--- src/logic/acx_pkg.sv ---
// Purpose: Shared constants and types for the compressor signal exchange block
// Assumes: 50 MHz system clock, one synchronous active-low reset
// Notes:   Register offsets are byte addresses on a 32-bit AXI4-Lite slave
package acx_pkg;

  // ------------------------------------------------------------
  // Timing
  // ------------------------------------------------------------
  localparam int unsigned CLK_KHZ = 50_000;
  localparam int unsigned SHIFT_HOLD_MS = 2_500;                  // Longest shift postponement
  localparam int unsigned SHIFT_HOLD_CYC = CLK_KHZ * SHIFT_HOLD_MS; // Exact, no rounding

  // ------------------------------------------------------------
  // Signal encodings
  // ------------------------------------------------------------
  typedef enum logic [1:0] {
    MODE_DIS_IMM = 2'h0,
    MODE_DIS = 2'h1,
    MODE_ENG = 2'h2,
    MODE_RSV = 2'h3
  } acx_mode_t;

  localparam logic AVAIL_NO = 1'b0;
  localparam logic LOAD_VALID = 1'b0;
  localparam logic [7:0] LOAD_DEFAULT = 8'h00;
  localparam logic [7:0] GRAD_NONE = 8'h00;   // Fixed gradient without variable displacement
  localparam logic [7:0] GRAD_SHED = 8'hff;   // Shed load as fast as possible

  // Received frame, one field per network signal
  typedef struct packed {
    logic avail;
    logic failed_on;
    acx_mode_t mode;
    logic load_invalid;
    logic [7:0] load;
  } acx_frame_t;

  // Normalized load handed to the torque calculation
  typedef struct packed {
    logic invalid;
    logic [7:0] load;
  } acx_load_t;

  // ------------------------------------------------------------
  // Register map
  // ------------------------------------------------------------
  localparam int unsigned ADDR_W = 5;
  localparam logic [ADDR_W-1:0] REG_CTRL = 5'h00;
  localparam logic [ADDR_W-1:0] REG_GRAD = 5'h04;
  localparam logic [ADDR_W-1:0] REG_GMIN = 5'h08;
  localparam logic [ADDR_W-1:0] REG_STAT = 5'h0c;
  localparam int unsigned CTRL_EVD_BIT = 0;
  localparam int unsigned STAT_COMP_BIT = 0;
  localparam int unsigned STAT_FAIL_BIT = 1;
  localparam int unsigned STAT_SUB_BIT = 2;
  localparam int unsigned STAT_INV_BIT = 3;
  localparam int unsigned STAT_MODE_LSB = 4;
  localparam int unsigned STAT_LOAD_LSB = 8;
  localparam int unsigned STAT_GRAD_LSB = 16;
  localparam logic CTRL_EVD_RST = 1'b0;
  localparam logic [7:0] GRAD_RST = 8'h00;
  localparam logic [7:0] GMIN_RST = 8'h00;
  localparam logic [1:0] RESP_OKAY = 2'h0;
  localparam logic [1:0] RESP_SLVERR = 2'h2;

endpackage

--- src/logic/acx_hold.sv ---
// Purpose: Holds one received signal between frames, with a failure default
// Assumes: Same clock as the frame source
// Notes:   Substitution has priority over a frame arriving in the same cycle
`timescale 1ns/100ps
module acx_hold #(
  parameter int unsigned W = 1,
  parameter logic [W-1:0] RST = '0
) (
  input wire logic aclk,
  input wire logic aresetn,
  input wire logic load,
  input wire logic [W-1:0] d,
  input wire logic sub,
  input wire logic [W-1:0] sub_val,
  output logic [W-1:0] q
);

  logic [W-1:0] next_q;

  // Failure default wins, else a new frame, else keep
  always_comb begin
    next_q = q;
    if (sub) begin
      next_q = sub_val;
    end else if (load) begin
      next_q = d;
    end
  end

  always_ff @(posedge aclk) begin
    if (!aresetn) begin
      q <= RST;
    end else begin
      q <= next_q;
    end
  end

endmodule

--- src/logic/acx_timer.sv ---
// Purpose: Bounded-duration timer, counts while run is high
// Assumes: CYC is at least one
// Notes:   Count restarts whenever run drops
`timescale 1ns/100ps
module acx_timer #(
  parameter int unsigned CYC = 16
) (
  input wire logic aclk,
  input wire logic aresetn,
  input wire logic run,
  output logic expired
);

  localparam int unsigned CW = $clog2(CYC + 1);
  localparam logic [CW-1:0] LAST = CW'(CYC - 1);

  logic [CW-1:0] cnt;
  logic [CW-1:0] next_cnt;

  // Saturating count so expired stays up until run drops
  always_comb begin
    next_cnt = '0;
    if (run) begin
      next_cnt = (cnt == LAST) ? cnt : cnt + 1'b1;
    end
  end

  always_ff @(posedge aclk) begin
    if (!aresetn) begin
      cnt <= '0;
    end else begin
      cnt <= next_cnt;
    end
  end

  assign expired = run && (cnt == LAST);

endmodule

--- src/logic/acx_engine_side.sv ---
// Purpose: Engine controller end of the compressor signal exchange
// Assumes: Frames and failure flags come from logic on aclk
// Notes:   Normal and minimum gradient values are supplied by software over AXI4-Lite
//
// Added by the designer: the address map and register access over AXI4-Lite.
`timescale 1ns/100ps

// Function
// RULE1: Failed-on flag switches compressor control off
// RULE2: Failed-on defaults false on failure or unavailable
// RULE3: Gateway sends false without variable displacement
// RULE4: Gateway sets failed-on only with fault code
// RULE5: Gateway starts and idles failed-on false
// RULE6: Gateway supervises failed-on source by availability
// RULE7: Mode is two bits, three is unassigned
// RULE8: No air conditioning means disengage immediately
// RULE9: Disengage immediately without load management, quickly
// RULE10: Disengage may wait for shift, bounded
// RULE11: Mode defaults disengage immediately, also on failure
// RULE12: Eight-bit load feeds torque calculation
// RULE13: Invalid load forces minimum allowed gradient
// RULE14: Load defaults zero, valid on failure
// RULE15: Gateway marks load invalid only on failure
// RULE16: Gateway starts with load zero, valid
// RULE17: Gradient always sent, zero without variable displacement
// RULE18: Gradient is maximum load change rate
// RULE19: Availability bit, zero means source unavailable
// RULE20: Last received values held between frames
module acx_engine_side #(
  parameter int unsigned SHIFT_HOLD_CYC = acx_pkg::SHIFT_HOLD_CYC
) (
  input wire logic aclk,
  input wire logic aresetn,
  input wire logic rx_valid,
  input wire acx_pkg::acx_frame_t rx_frame,
  input wire logic serial_fail,
  input wire logic hardwire_fail,
  input wire logic shift_active,
  output logic comp_ctrl,
  output acx_pkg::acx_load_t torque_load,
  output logic [7:0] gradient_tx,
  input wire logic [acx_pkg::ADDR_W-1:0] s_axi_awaddr,
  input wire logic s_axi_awvalid,
  output logic s_axi_awready,
  input wire logic [31:0] s_axi_wdata,
  input wire logic [3:0] s_axi_wstrb,
  input wire logic s_axi_wvalid,
  output logic s_axi_wready,
  output logic [1:0] s_axi_bresp,
  output logic s_axi_bvalid,
  input wire logic s_axi_bready,
  input wire logic [acx_pkg::ADDR_W-1:0] s_axi_araddr,
  input wire logic s_axi_arvalid,
  output logic s_axi_arready,
  output logic [31:0] s_axi_rdata,
  output logic [1:0] s_axi_rresp,
  output logic s_axi_rvalid,
  input wire logic s_axi_rready
);
  import acx_pkg::*;

  // ------------------------------------------------------------
  // Received signal holding and substitution
  // ------------------------------------------------------------
  logic avail_q;
  logic failed_q;
  acx_mode_t mode_q;
  logic [1:0] mode_raw;
  logic src_down;
  logic mode_down;

  // Source is down on link failure or when the newest availability says so
  assign src_down = serial_fail || (rx_valid ? (rx_frame.avail == AVAIL_NO) : (avail_q == AVAIL_NO)); // RULE19
  assign mode_down = src_down || hardwire_fail; // RULE11
  assign mode_q = acx_mode_t'(mode_raw);

  // Availability resets to unavailable, so all defaults apply at power-up
  acx_hold #(.W(1), .RST(AVAIL_NO)) u_hold_avail (
    .aclk(aclk),
    .aresetn(aresetn),
    .load(rx_valid),
    .d(rx_frame.avail),
    .sub(1'b0),
    .sub_val(AVAIL_NO),
    .q(avail_q)
  );

  acx_hold #(.W(1), .RST(1'b0)) u_hold_fail (
    .aclk(aclk),
    .aresetn(aresetn),
    .load(rx_valid), // RULE20
    .d(rx_frame.failed_on),
    .sub(src_down), // RULE2
    .sub_val(1'b0),
    .q(failed_q)
  );

  acx_hold #(.W(2), .RST(MODE_DIS_IMM)) u_hold_mode (
    .aclk(aclk),
    .aresetn(aresetn),
    .load(rx_valid), // RULE20
    .d(rx_frame.mode),
    .sub(mode_down), // RULE11
    .sub_val(MODE_DIS_IMM),
    .q(mode_raw)
  );

  // Held load goes straight to the torque calculation
  acx_hold #(.W(9), .RST({LOAD_VALID, LOAD_DEFAULT})) u_hold_load (
    .aclk(aclk),
    .aresetn(aresetn),
    .load(rx_valid), // RULE20
    .d({rx_frame.load_invalid, rx_frame.load}), // RULE12
    .sub(src_down), // RULE14
    .sub_val({LOAD_VALID, LOAD_DEFAULT}),
    .q(torque_load)
  );

  // ------------------------------------------------------------
  // Compressor control state machine
  // ------------------------------------------------------------
  typedef enum logic [1:0] {ST_OFF, ST_ON, ST_POST} acx_state_t;
  acx_state_t state;
  acx_state_t next_state;
  logic next_comp_ctrl;
  logic post_expired;

  acx_timer #(.CYC(SHIFT_HOLD_CYC)) u_post_timer (
    .aclk(aclk),
    .aresetn(aresetn),
    .run(state == ST_POST),
    .expired(post_expired)
  );

  // Unassigned mode is treated as the safe disengage-immediately case for comp_ctrl; the gradient is not shed
  always_comb begin
    next_state = state;
    case (state)
      ST_OFF: begin
        if (mode_q == MODE_ENG && !failed_q) begin
          next_state = ST_ON;
        end
      end
      ST_ON: begin
        if (failed_q || mode_q == MODE_DIS_IMM || mode_q == MODE_RSV) begin // RULE1 RULE9 RULE7
          next_state = ST_OFF;
        end else if (mode_q == MODE_DIS) begin
          next_state = shift_active ? ST_POST : ST_OFF; // RULE10
        end
      end
      ST_POST: begin
        if (failed_q || mode_q == MODE_DIS_IMM || mode_q == MODE_RSV) begin // RULE1 RULE9
          next_state = ST_OFF;
        end else if (mode_q == MODE_ENG) begin
          next_state = ST_ON;
        end else if (!shift_active || post_expired) begin // RULE10
          next_state = ST_OFF;
        end
      end
      default: begin
        next_state = ST_OFF;
      end
    endcase
    next_comp_ctrl = (next_state != ST_OFF);
  end

  always_ff @(posedge aclk) begin
    if (!aresetn) begin
      state <= ST_OFF;
      comp_ctrl <= 1'b0;
    end else begin
      state <= next_state;
      comp_ctrl <= next_comp_ctrl;
    end
  end

  // ------------------------------------------------------------
  // Control registers and gradient output
  // ------------------------------------------------------------
  logic evd_present;
  logic [7:0] grad_norm;
  logic [7:0] grad_min;
  logic next_evd_present;
  logic [7:0] next_grad_norm;
  logic [7:0] next_grad_min;
  logic [7:0] next_gradient_tx;
  logic wr_fire;
  logic [ADDR_W-1:0] aw_addr;
  logic [31:0] w_data;
  logic [3:0] w_strb;

  // All writable fields sit in byte lane 0, so only that strobe matters
  always_comb begin
    next_evd_present = evd_present;
    next_grad_norm = grad_norm;
    next_grad_min = grad_min;
    if (wr_fire && w_strb[0]) begin
      case (aw_addr)
        REG_CTRL: next_evd_present = w_data[CTRL_EVD_BIT];
        REG_GRAD: next_grad_norm = w_data[7:0];
        REG_GMIN: next_grad_min = w_data[7:0];
        default: next_evd_present = evd_present;
      endcase
    end
    // Gradient priority: no variable displacement, invalid load, urgent shed
    if (!evd_present) begin
      next_gradient_tx = GRAD_NONE; // RULE17
    end else if (torque_load.invalid != LOAD_VALID) begin
      next_gradient_tx = grad_min; // RULE13
    end else if (mode_q == MODE_DIS_IMM) begin
      next_gradient_tx = GRAD_SHED; // RULE18
    end else begin
      next_gradient_tx = grad_norm; // RULE18
    end
  end

  always_ff @(posedge aclk) begin
    if (!aresetn) begin
      evd_present <= CTRL_EVD_RST;
      grad_norm <= GRAD_RST;
      grad_min <= GMIN_RST;
      gradient_tx <= GRAD_NONE;
    end else begin
      evd_present <= next_evd_present;
      grad_norm <= next_grad_norm;
      grad_min <= next_grad_min;
      gradient_tx <= next_gradient_tx;
    end
  end

  // ------------------------------------------------------------
  // AXI4-Lite write channel
  // ------------------------------------------------------------
  logic aw_got;
  logic w_got;
  logic next_aw_got;
  logic next_w_got;
  logic [ADDR_W-1:0] next_aw_addr;
  logic [31:0] next_w_data;
  logic [3:0] next_w_strb;
  logic next_bvalid;
  logic [1:0] next_bresp;

  assign s_axi_awready = !aw_got && !s_axi_bvalid;
  assign s_axi_wready = !w_got && !s_axi_bvalid;
  assign wr_fire = aw_got && w_got && !s_axi_bvalid;

  // Address and data latch in any order; the write lands once both are in
  always_comb begin
    next_aw_got = aw_got;
    next_w_got = w_got;
    next_aw_addr = aw_addr;
    next_w_data = w_data;
    next_w_strb = w_strb;
    next_bvalid = s_axi_bvalid;
    next_bresp = s_axi_bresp;
    if (s_axi_awvalid && s_axi_awready) begin
      next_aw_got = 1'b1;
      next_aw_addr = {s_axi_awaddr[ADDR_W-1:2], 2'b00};
    end
    if (s_axi_wvalid && s_axi_wready) begin
      next_w_got = 1'b1;
      next_w_data = s_axi_wdata;
      next_w_strb = s_axi_wstrb;
    end
    if (wr_fire) begin
      next_aw_got = 1'b0;
      next_w_got = 1'b0;
      next_bvalid = 1'b1;
      next_bresp = (aw_addr == REG_CTRL || aw_addr == REG_GRAD || aw_addr == REG_GMIN) ? RESP_OKAY : RESP_SLVERR;
    end else if (s_axi_bvalid && s_axi_bready) begin
      next_bvalid = 1'b0;
    end
  end

  always_ff @(posedge aclk) begin
    if (!aresetn) begin
      aw_got <= 1'b0;
      w_got <= 1'b0;
      aw_addr <= '0;
      w_data <= '0;
      w_strb <= '0;
      s_axi_bvalid <= 1'b0;
      s_axi_bresp <= RESP_OKAY;
    end else begin
      aw_got <= next_aw_got;
      w_got <= next_w_got;
      aw_addr <= next_aw_addr;
      w_data <= next_w_data;
      w_strb <= next_w_strb;
      s_axi_bvalid <= next_bvalid;
      s_axi_bresp <= next_bresp;
    end
  end

  // ------------------------------------------------------------
  // AXI4-Lite read channel
  // ------------------------------------------------------------
  logic [31:0] stat_word;
  logic [31:0] next_rdata;
  logic [1:0] next_rresp;
  logic next_rvalid;
  logic [ADDR_W-1:0] ar_addr;

  assign s_axi_arready = !s_axi_rvalid;
  assign ar_addr = {s_axi_araddr[ADDR_W-1:2], 2'b00};

  // Status shows the held, substituted signals the engine side acts on
  always_comb begin
    stat_word = '0;
    stat_word[STAT_COMP_BIT] = comp_ctrl;
    stat_word[STAT_FAIL_BIT] = failed_q;
    stat_word[STAT_SUB_BIT] = src_down;
    stat_word[STAT_INV_BIT] = torque_load.invalid;
    stat_word[STAT_MODE_LSB +: 2] = mode_raw;
    stat_word[STAT_LOAD_LSB +: 8] = torque_load.load;
    stat_word[STAT_GRAD_LSB +: 8] = gradient_tx;
    next_rdata = s_axi_rdata;
    next_rresp = s_axi_rresp;
    next_rvalid = s_axi_rvalid;
    if (s_axi_arvalid && s_axi_arready) begin
      next_rvalid = 1'b1;
      next_rresp = RESP_OKAY;
      case (ar_addr)
        REG_CTRL: next_rdata = {31'h0, evd_present};
        REG_GRAD: next_rdata = {24'h0, grad_norm};
        REG_GMIN: next_rdata = {24'h0, grad_min};
        REG_STAT: next_rdata = stat_word;
        default: begin
          next_rdata = '0;
          next_rresp = RESP_SLVERR;
        end
      endcase
    end else if (s_axi_rvalid && s_axi_rready) begin
      next_rvalid = 1'b0;
    end
  end

  always_ff @(posedge aclk) begin
    if (!aresetn) begin
      s_axi_rdata <= '0;
      s_axi_rresp <= RESP_OKAY;
      s_axi_rvalid <= 1'b0;
    end else begin
      s_axi_rdata <= next_rdata;
      s_axi_rresp <= next_rresp;
      s_axi_rvalid <= next_rvalid;
    end
  end

  // Cycles the compressor has stayed on under a plain disengage request
  logic [31:0] dis_on_cnt;
  always_ff @(posedge aclk) begin
    if (!aresetn) begin
      dis_on_cnt <= '0;
    end else begin
      dis_on_cnt <= (comp_ctrl && mode_q == MODE_DIS) ? dis_on_cnt + 1'b1 : '0;
    end
  end
endmodule

--- config.mk ---
export PLATFORM = sky130hd
export DESIGN_NAME = acx_engine_side
export DESIGN_NICKNAME = d
export VERILOG_FILES = /design/src/logic/acx_pkg.sv /design/src/logic/acx_hold.sv /design/src/logic/acx_timer.sv /design/src/logic/acx_engine_side.sv
export SDC_FILE = /design/constraint.sdc
export NUM_CORES = 1
export LEC_CHECK = 0
export BUFFER_PORTS_ARGS = -buffer_cell sky130_fd_sc_hd__buf_2
export CAP_MARGIN = 40
export CORE_AREA = 2 2 111 113
export CTS_CLUSTER_SIZE = 20
export DETAILED_ROUTE_END_ITERATION = 7
export DIE_AREA = 0 0 113 115
export SLEW_MARGIN = 10
export SYNTH_ARGS = -nofsm -noshare
export SYNTH_HDL_FRONTEND = slang
export SYNTH_SLANG_ARGS = --single-unit
--- constraint.sdc ---
create_clock -name aclk -period 4.7 [get_ports aclk]
set_input_delay 0.94 -clock aclk [delete_from_list [all_inputs] [get_ports aclk]]
set_output_delay 0.94 -clock aclk [all_outputs]
set_load 0.02 [all_outputs]
### Word-level counts from Yosys, hierarchy flattened

Index checks and enable logic that the tools add are counted.

| word-level totals | value |
|---|---|
| bits in latches | 0 |
| logic and storage cells | 95 |
| memory bits (read-only) | 0 |
| memories | 0 |
| bits in registers | 120 |
| bits of input ports | 70 |
| output and inout bits | 59 |
| memory bits (writable) | 0 |

| operators by class | value |
|---|---|
| bitwise logic cells | 3 |
| $lt $le $gt $ge | 0 |
| shifts and indexed selects | 0 |
| reductions and logical operators | 41 |
| div/mod/pow operators | 0 |
| equal/unequal tests | 11 |
| multiply operators | 0 |
| muxes and demuxes | 18 |
| add/subtract/negate cells | 1 |

Operators by type and width:

| kind | count |
|---|---|
| $pmux 24 s4 | 1 |
| $add 27x1->27 const B | 1 |
| $eq 27x27->1 const B | 1 |
| $mux 2 | 9 |
| $mux 8 | 2 |
| $logic_and 1x1->1 | 12 |
| $logic_not 5->1 | 2 |
| $reduce_and 2->1 | 5 |
| $eq 3x2->1 const B | 3 |
| $logic_or 1x1->1 | 7 |
| $eq 2x2->1 const B | 3 |
| $eq 3x1->1 const B | 2 |
| $logic_not 1->1 | 6 |
| $pmux 2 s3 | 1 |
| $reduce_bool 2->1 | 3 |
| $reduce_or 2->1 | 3 |
| $mux 1 | 5 |
| $eq 2x1->1 const B | 2 |
| $logic_not 2->1 | 2 |
| $reduce_or 4->1 | 1 |
| $not 1->1 | 3 |

### Depth between registers and ports, before layout

| logic depth | value |
|---|---|
| word-level depth | 8 |
| mapped depth | 6 |

### Hierarchy

Synthesis repeated with hierarchy kept, for this count alone.

| unflattened totals | value |
|---|---|
| cell total of the unflattened synthesis | 567 |
| area total of the unflattened synthesis | 5034.8 µm² |

By module, submodules not included:

| module | instances | cells an instance | area an instance (µm²) |
|---|---|---|---|
| acx_engine_side | 1 | 340 | 2964.1 |
| acx_timer | 1 | 172 | 1398.8 |
| acx_hold at u_hold_load | 1 | 39 | 481.7 |
| acx_hold at u_hold_avail ... | 2 | 4 | 47.5 |
| acx_hold at u_hold_mode | 1 | 8 | 95.1 |

### Least setup slack after synthesis

Ideal clock, no wire load.

| path | value |
|---|---|
| path type | input port to flip-flop |
| start point | input s_axi_araddr[2] (netlist bit) |
| end point | register s_axi_rdata[10] |
| data required time | 4635 ps |
| path slack | 2585 ps |
| path buffers | 2 |
| stages | 6 |
| library setup time | 65 ps |
| arrival time | 2050 ps |
| cells stage by stage | clkbuf_1 -> nand3b_1 -> nor2_1 -> clkbuf_1 -> a22oi_1 -> nor2_1 |

| on the way | value |
|---|---|
| word-level cells in the longest chain between the ends | 2 |
| elaborated cells on any way between the ends | 5 |

RTL lines:

| element | RTL line | RTL |
|---|---|---|
| start: declaration | acx_engine_side.sv:52 | `input wire logic [acx_pkg::ADDR_W-1:0] s_axi_araddr,` |
| $eq 3x2->1 (tied with other cells) | acx_engine_side.sv:324 | `case (ar_addr)` |
| $pmux 24 s4 (*) | acx_engine_side.sv:324 |  |
| end signal: assignment | acx_engine_side.sv:345 | `s_axi_rdata <= next_rdata;` |
| end: declaration | acx_engine_side.sv:55 | `output logic [31:0] s_axi_rdata,` |

Every way passes the cells marked *; elsewhere a longest branch is shown, timed or not.
A chain may end at the register's enable or synchronous reset.

==> flow_results.org <==
** Run status
- Violated checks :: design-rule violations
- Outcome :: finished with violations

** Synthesis
- Counting flops with an async set or reset pin after synthesis yields a share of 0%.
- The biggest area contributor in the post-synthesis netlist is sky130_fd_sc_hd__dfxtp_1.
- Dominant register cell in the synthesized netlist :: sky130_fd_sc_hd__dfxtp_1
- Fraction of synthesized cell area taken by the top area cell type :: between 40% and 50%
- Sequential cells were found to cover 48.0% of the synthesized design area.
- Mean instance size in the synthesized netlist :: 9.04 um^2
- Counting distinct cell types in the post-synthesis netlist gives 53.
- Flops & latches, synth :: 110
- Cell area after synthesis :: 4590 um^2
- Yosys attributes the largest share of cell area to sky130_fd_sc_hd__dfxtp_1 (48%), sky130_fd_sc_hd__mux2i_1 (8.3%), sky130_fd_sc_hd__nor2_1 (6.5%), sky130_fd_sc_hd__a22oi_1 (3.8%), sky130_fd_sc_hd__nand2_1 (3.5%).
- For this run, the number of Yosys warnings is 0.
- Counting every instance in the synthesized netlist gives between 500 and 600.
- Number of flops mapped to enable cells by yosys :: 0

** Detailed routing
- In the routed layout, each cell is associated on average with a via count of about 5.3.
- DR vias :: ~3900
- For this run, design rule violations remaining after detail routing come to 9.
- The pre-antenna-repair detailed-routing pass consisted of 7 iterations.
- After detailed routing, the total wire length is 10.7 mm.
- For this block, wires on met1 add up to roughly 5.1 mm.
- Number of DRC markers after the initial detailed-route iteration :: 377
- Wire segments on met2 add up to 4.71 mm in the final route.
- Top routing layer in use :: met4
- Post-route ant nets :: 0
- Dividing the detail-routed wire length by the instance count gives ~14 um.
- Detailed routing placed a total of about 630 um of wire on met3.

** Power
- Power density relative to cell area :: ~340 nW/um^2
- Leakage power total :: approximately 2.2 nW
- VDD IR-drop max :: 0.149 mV
- Overall power consumption after layout is estimated at approximately 1.8 mW.

** STA
- Fin crit period :: 2.40 ns
- Worst clock skew :: 0.00937 ns
- Headroom to the max-slew limit :: between 50% and 60%
- Across all hold checks on the routed design, the worst slack comes to ~0.46 ns.
- Setup violations remaining at the end of the flow were counted as 0.
- Unrepaired setup endpoints after global routing :: false
- Number of pins exceeding their max-slew limit in the final report :: 0
- Derived from the worst setup path, the maximum achievable clock frequency is ~420 MHz.
- Sum of negative setup slack :: 0 ns
- Final worst path period share :: 51.0%
- The number of hold violations in the final report came to 0.
- Post-route worst setup slack :: 2.30 ns
- Slew at the pin with the worst max-slew slack :: between 0.6 and 0.7 ns

** CTS
- After clock tree synthesis, the clock-pin slew on the worst setup and hold paths is about 0.07 ns.
- TritonCTS built the clock tree.
- CTS built an H-tree with a depth of 3.
- Total setup buffers inserted after CTS :: 0
- For the worst-skew pair, the clock arrives at the later sink with an insertion delay of about 0.34 ns.
- Sinks on Clock Net :: 110
- Post-CTS Resized :: 0
- For this design, the CTS-stage hold fixing added 0 buffers.
- Clock buffer count from CTS :: 9
- The clock passes through at most 2 buffers.
- The tree is rooted in a sky130_fd_sc_hd__clkbuf_16.

** Floorplan
- Starting utilization of the core area :: 38.9%
- Measured along the x axis, the die boundary spans roughly 110 um.
- Ports :: about 130
- Placeable core region :: 11800 um^2
- The floorplan has 40 rows.
- Die ar. :: 13000 um^2
- Die Ht :: around 120 um

** Worst setup path
- Data arrival, critical path :: 2.66 ns
- Critical-path maximum fanout :: 23
- Reg2reg path depth :: 5
- Data required time of the worst path :: ~5 ns
- Cells along the critical path :: buf_2, clkinv_1, or4_1, o21ba_2, o21ai_0
- Crit start category :: primary input
- Master of the slowest instance on the critical path :: sky130_fd_sc_hd__or4_1
- Nature of the critical path endpoint :: flop
- WS Path Type :: in2reg
- The endpoint identified for the worst register-to-register timing path is u_post_timer.cnt[20].
- On the worst path, the slowest cell contributes a delay of 0.73 ns.
- The setup check on the worst reg-to-reg path leaves a slack of ~2.6 ns.
- Worst reg2reg startpoint :: u_post_timer.cnt[0]

** Placed design
- The number of placed instances, taps included, is 718.
- In this run the cell area measured after placement is about 5000 um^2.
- IO buf count :: a little under 90
- Prior to clock tree synthesis, the placed netlist has a worst setup slack of roughly 1.9 ns.
- The congestion estimate from routability-driven global placement came to 0.779.
- The HPWL after detailed placement is roughly 7.6 mm.

** Flow run
- Across the run, the number of max-cap violations was 0.

** Global route
- Pin count of the biggest net entering global routing :: 41
- Total congestion overflow :: 0
- Global routing used between 10% and 20% of the available tracks.
- The via count of the first global-routing pass is ~3600.
- The initial antenna violation count is 2.
- Global-route wire length before repair :: 17.4 mm

** Min path
- The worst hold path terminates at s_axi_rresp[1].
- Source of the worst hold timing path :: s_axi_rresp[1]
- Worst Hold Depth :: 2
- Class of the tightest hold or removal check :: reg2reg

** Finish
- Relative to the synthesized area, the layout overhead comes to 17.8%.
- In the final layout, the share of cells above drive strength 1 is slightly above 20%.
- For this run, the number of standard cells in the final layout without fillers is roughly 740.
- Final instance area :: about 5400 um^2
- Nets@finish :: ~650
- Utilization after layout :: a little under half
[worst max-delay path by stage]
stage | startpoint | to | slack [ns] | cells past startpoint
finish | aresetn | comp_ctrl | 2.30 | 5
global route | aresetn | comp_ctrl | 2.06 | 5
detailed placement | aresetn | u_post_timer.cnt[18] | 1.94 | 5
CTS | aresetn | comp_ctrl | 2.28 | 5
global placement | aresetn | u_post_timer.cnt[18] | 1.97 | 5
floorplan | s_axi_araddr[2] | s_axi_rdata[10] | 2.58 | 6
[report_power, final]
group	switching, mW	leakage [nW]	internal [mW]
logic	0.0684	1.21	0.0386
registers	0.0119	0.889	0.945
clock network	0.361	0.146	0.423
total	0.441	2.24	1.41
[worst max-delay path: cells and delay by family]
| family | cells | cell delay [ns] |
|---|---|---|
| simple gates | 1 | 0.73 |
| buf+inv | 2 | 0.67 |
| compound gates | 2 | 0.32 |
[final cells by class]
type / instances / area, um^2
multi-input cells: 363 / 2210
well taps: 147 / 184
clock inverters: 6 / 80.1
inverters: 7 / 26.3
repair buffers: 91 / 473
diodes: 1 / 2.50
fillers: 1183 / 6400
clock buffers: 10 / 229
flip-flops and latches: 110 / 2200
[per-layer routing]
metal	up-vias	GRT usage [%]
li1	1935	-
met1	1798	22.8
met2	115	25.5
met3	18	3.48
met4	0	6.83
met5	-	0
[cell usage after synthesis, drive strengths merged, types with 7 or more instances]
master    n
mux2i    38
nand3    12
nand2    43
xnor2     7
nand4     7
o21ai     8
clkbuf   24
or4       9
o31ai     7
nor2     79
buf      13
nor2b    11
nor3     19
nand2b    7
dfxtp   110
a22oi    23
a21oi    28
[cells by family (layout without fill, tap and decap cells)]
group | count (synthesis) | after routing | share of synthesized area (%)
AND/OR/NAND/NOR | 218 | 218 | 23.7
flip-flops | 110 | 110 | 48.0
AO/OA/AOI/OAI | 84 | 84 | 12.3
buffers and inverters | 44 | 114 | 4.61
multiplexers | 43 | 43 | 9.76
XOR/XNOR | 7 | 7 | 1.34
adder cells (fa/ha/maj) | 1 | 1 | 0.273
other | 1 | 11 | 0.0817
[registers in the layout (all words and copies together) (netlist names), 2 cells and up]
signal	count
w_data	8
u_post_timer.cnt	27
u_hold_mode.q	2
state	2
aw_addr	3
grad_min	8
s_axi_rdata	24
u_hold_load.q	9
grad_norm	8
gradient_tx	8
[cells in the final DEF (no fill, tap or decap), types with 8 or more instances in the layout]
cell type	synthesis	routed
sky130_fd_sc_hd__a21oi_1	28	28
sky130_fd_sc_hd__a22oi_1	23	23
sky130_fd_sc_hd__buf_2	1	87
sky130_fd_sc_hd__clkbuf_16	0	9
sky130_fd_sc_hd__conb_1	1	10
sky130_fd_sc_hd__dfxtp_1	110	110
sky130_fd_sc_hd__mux2i_1	38	38
sky130_fd_sc_hd__nand2_1	43	43
sky130_fd_sc_hd__nand3_1	11	11
sky130_fd_sc_hd__nor2_1	79	79
sky130_fd_sc_hd__nor2b_1	11	11
sky130_fd_sc_hd__nor3_1	19	19
sky130_fd_sc_hd__or4_1	8	8
Power figures use the tool's default switching activity.
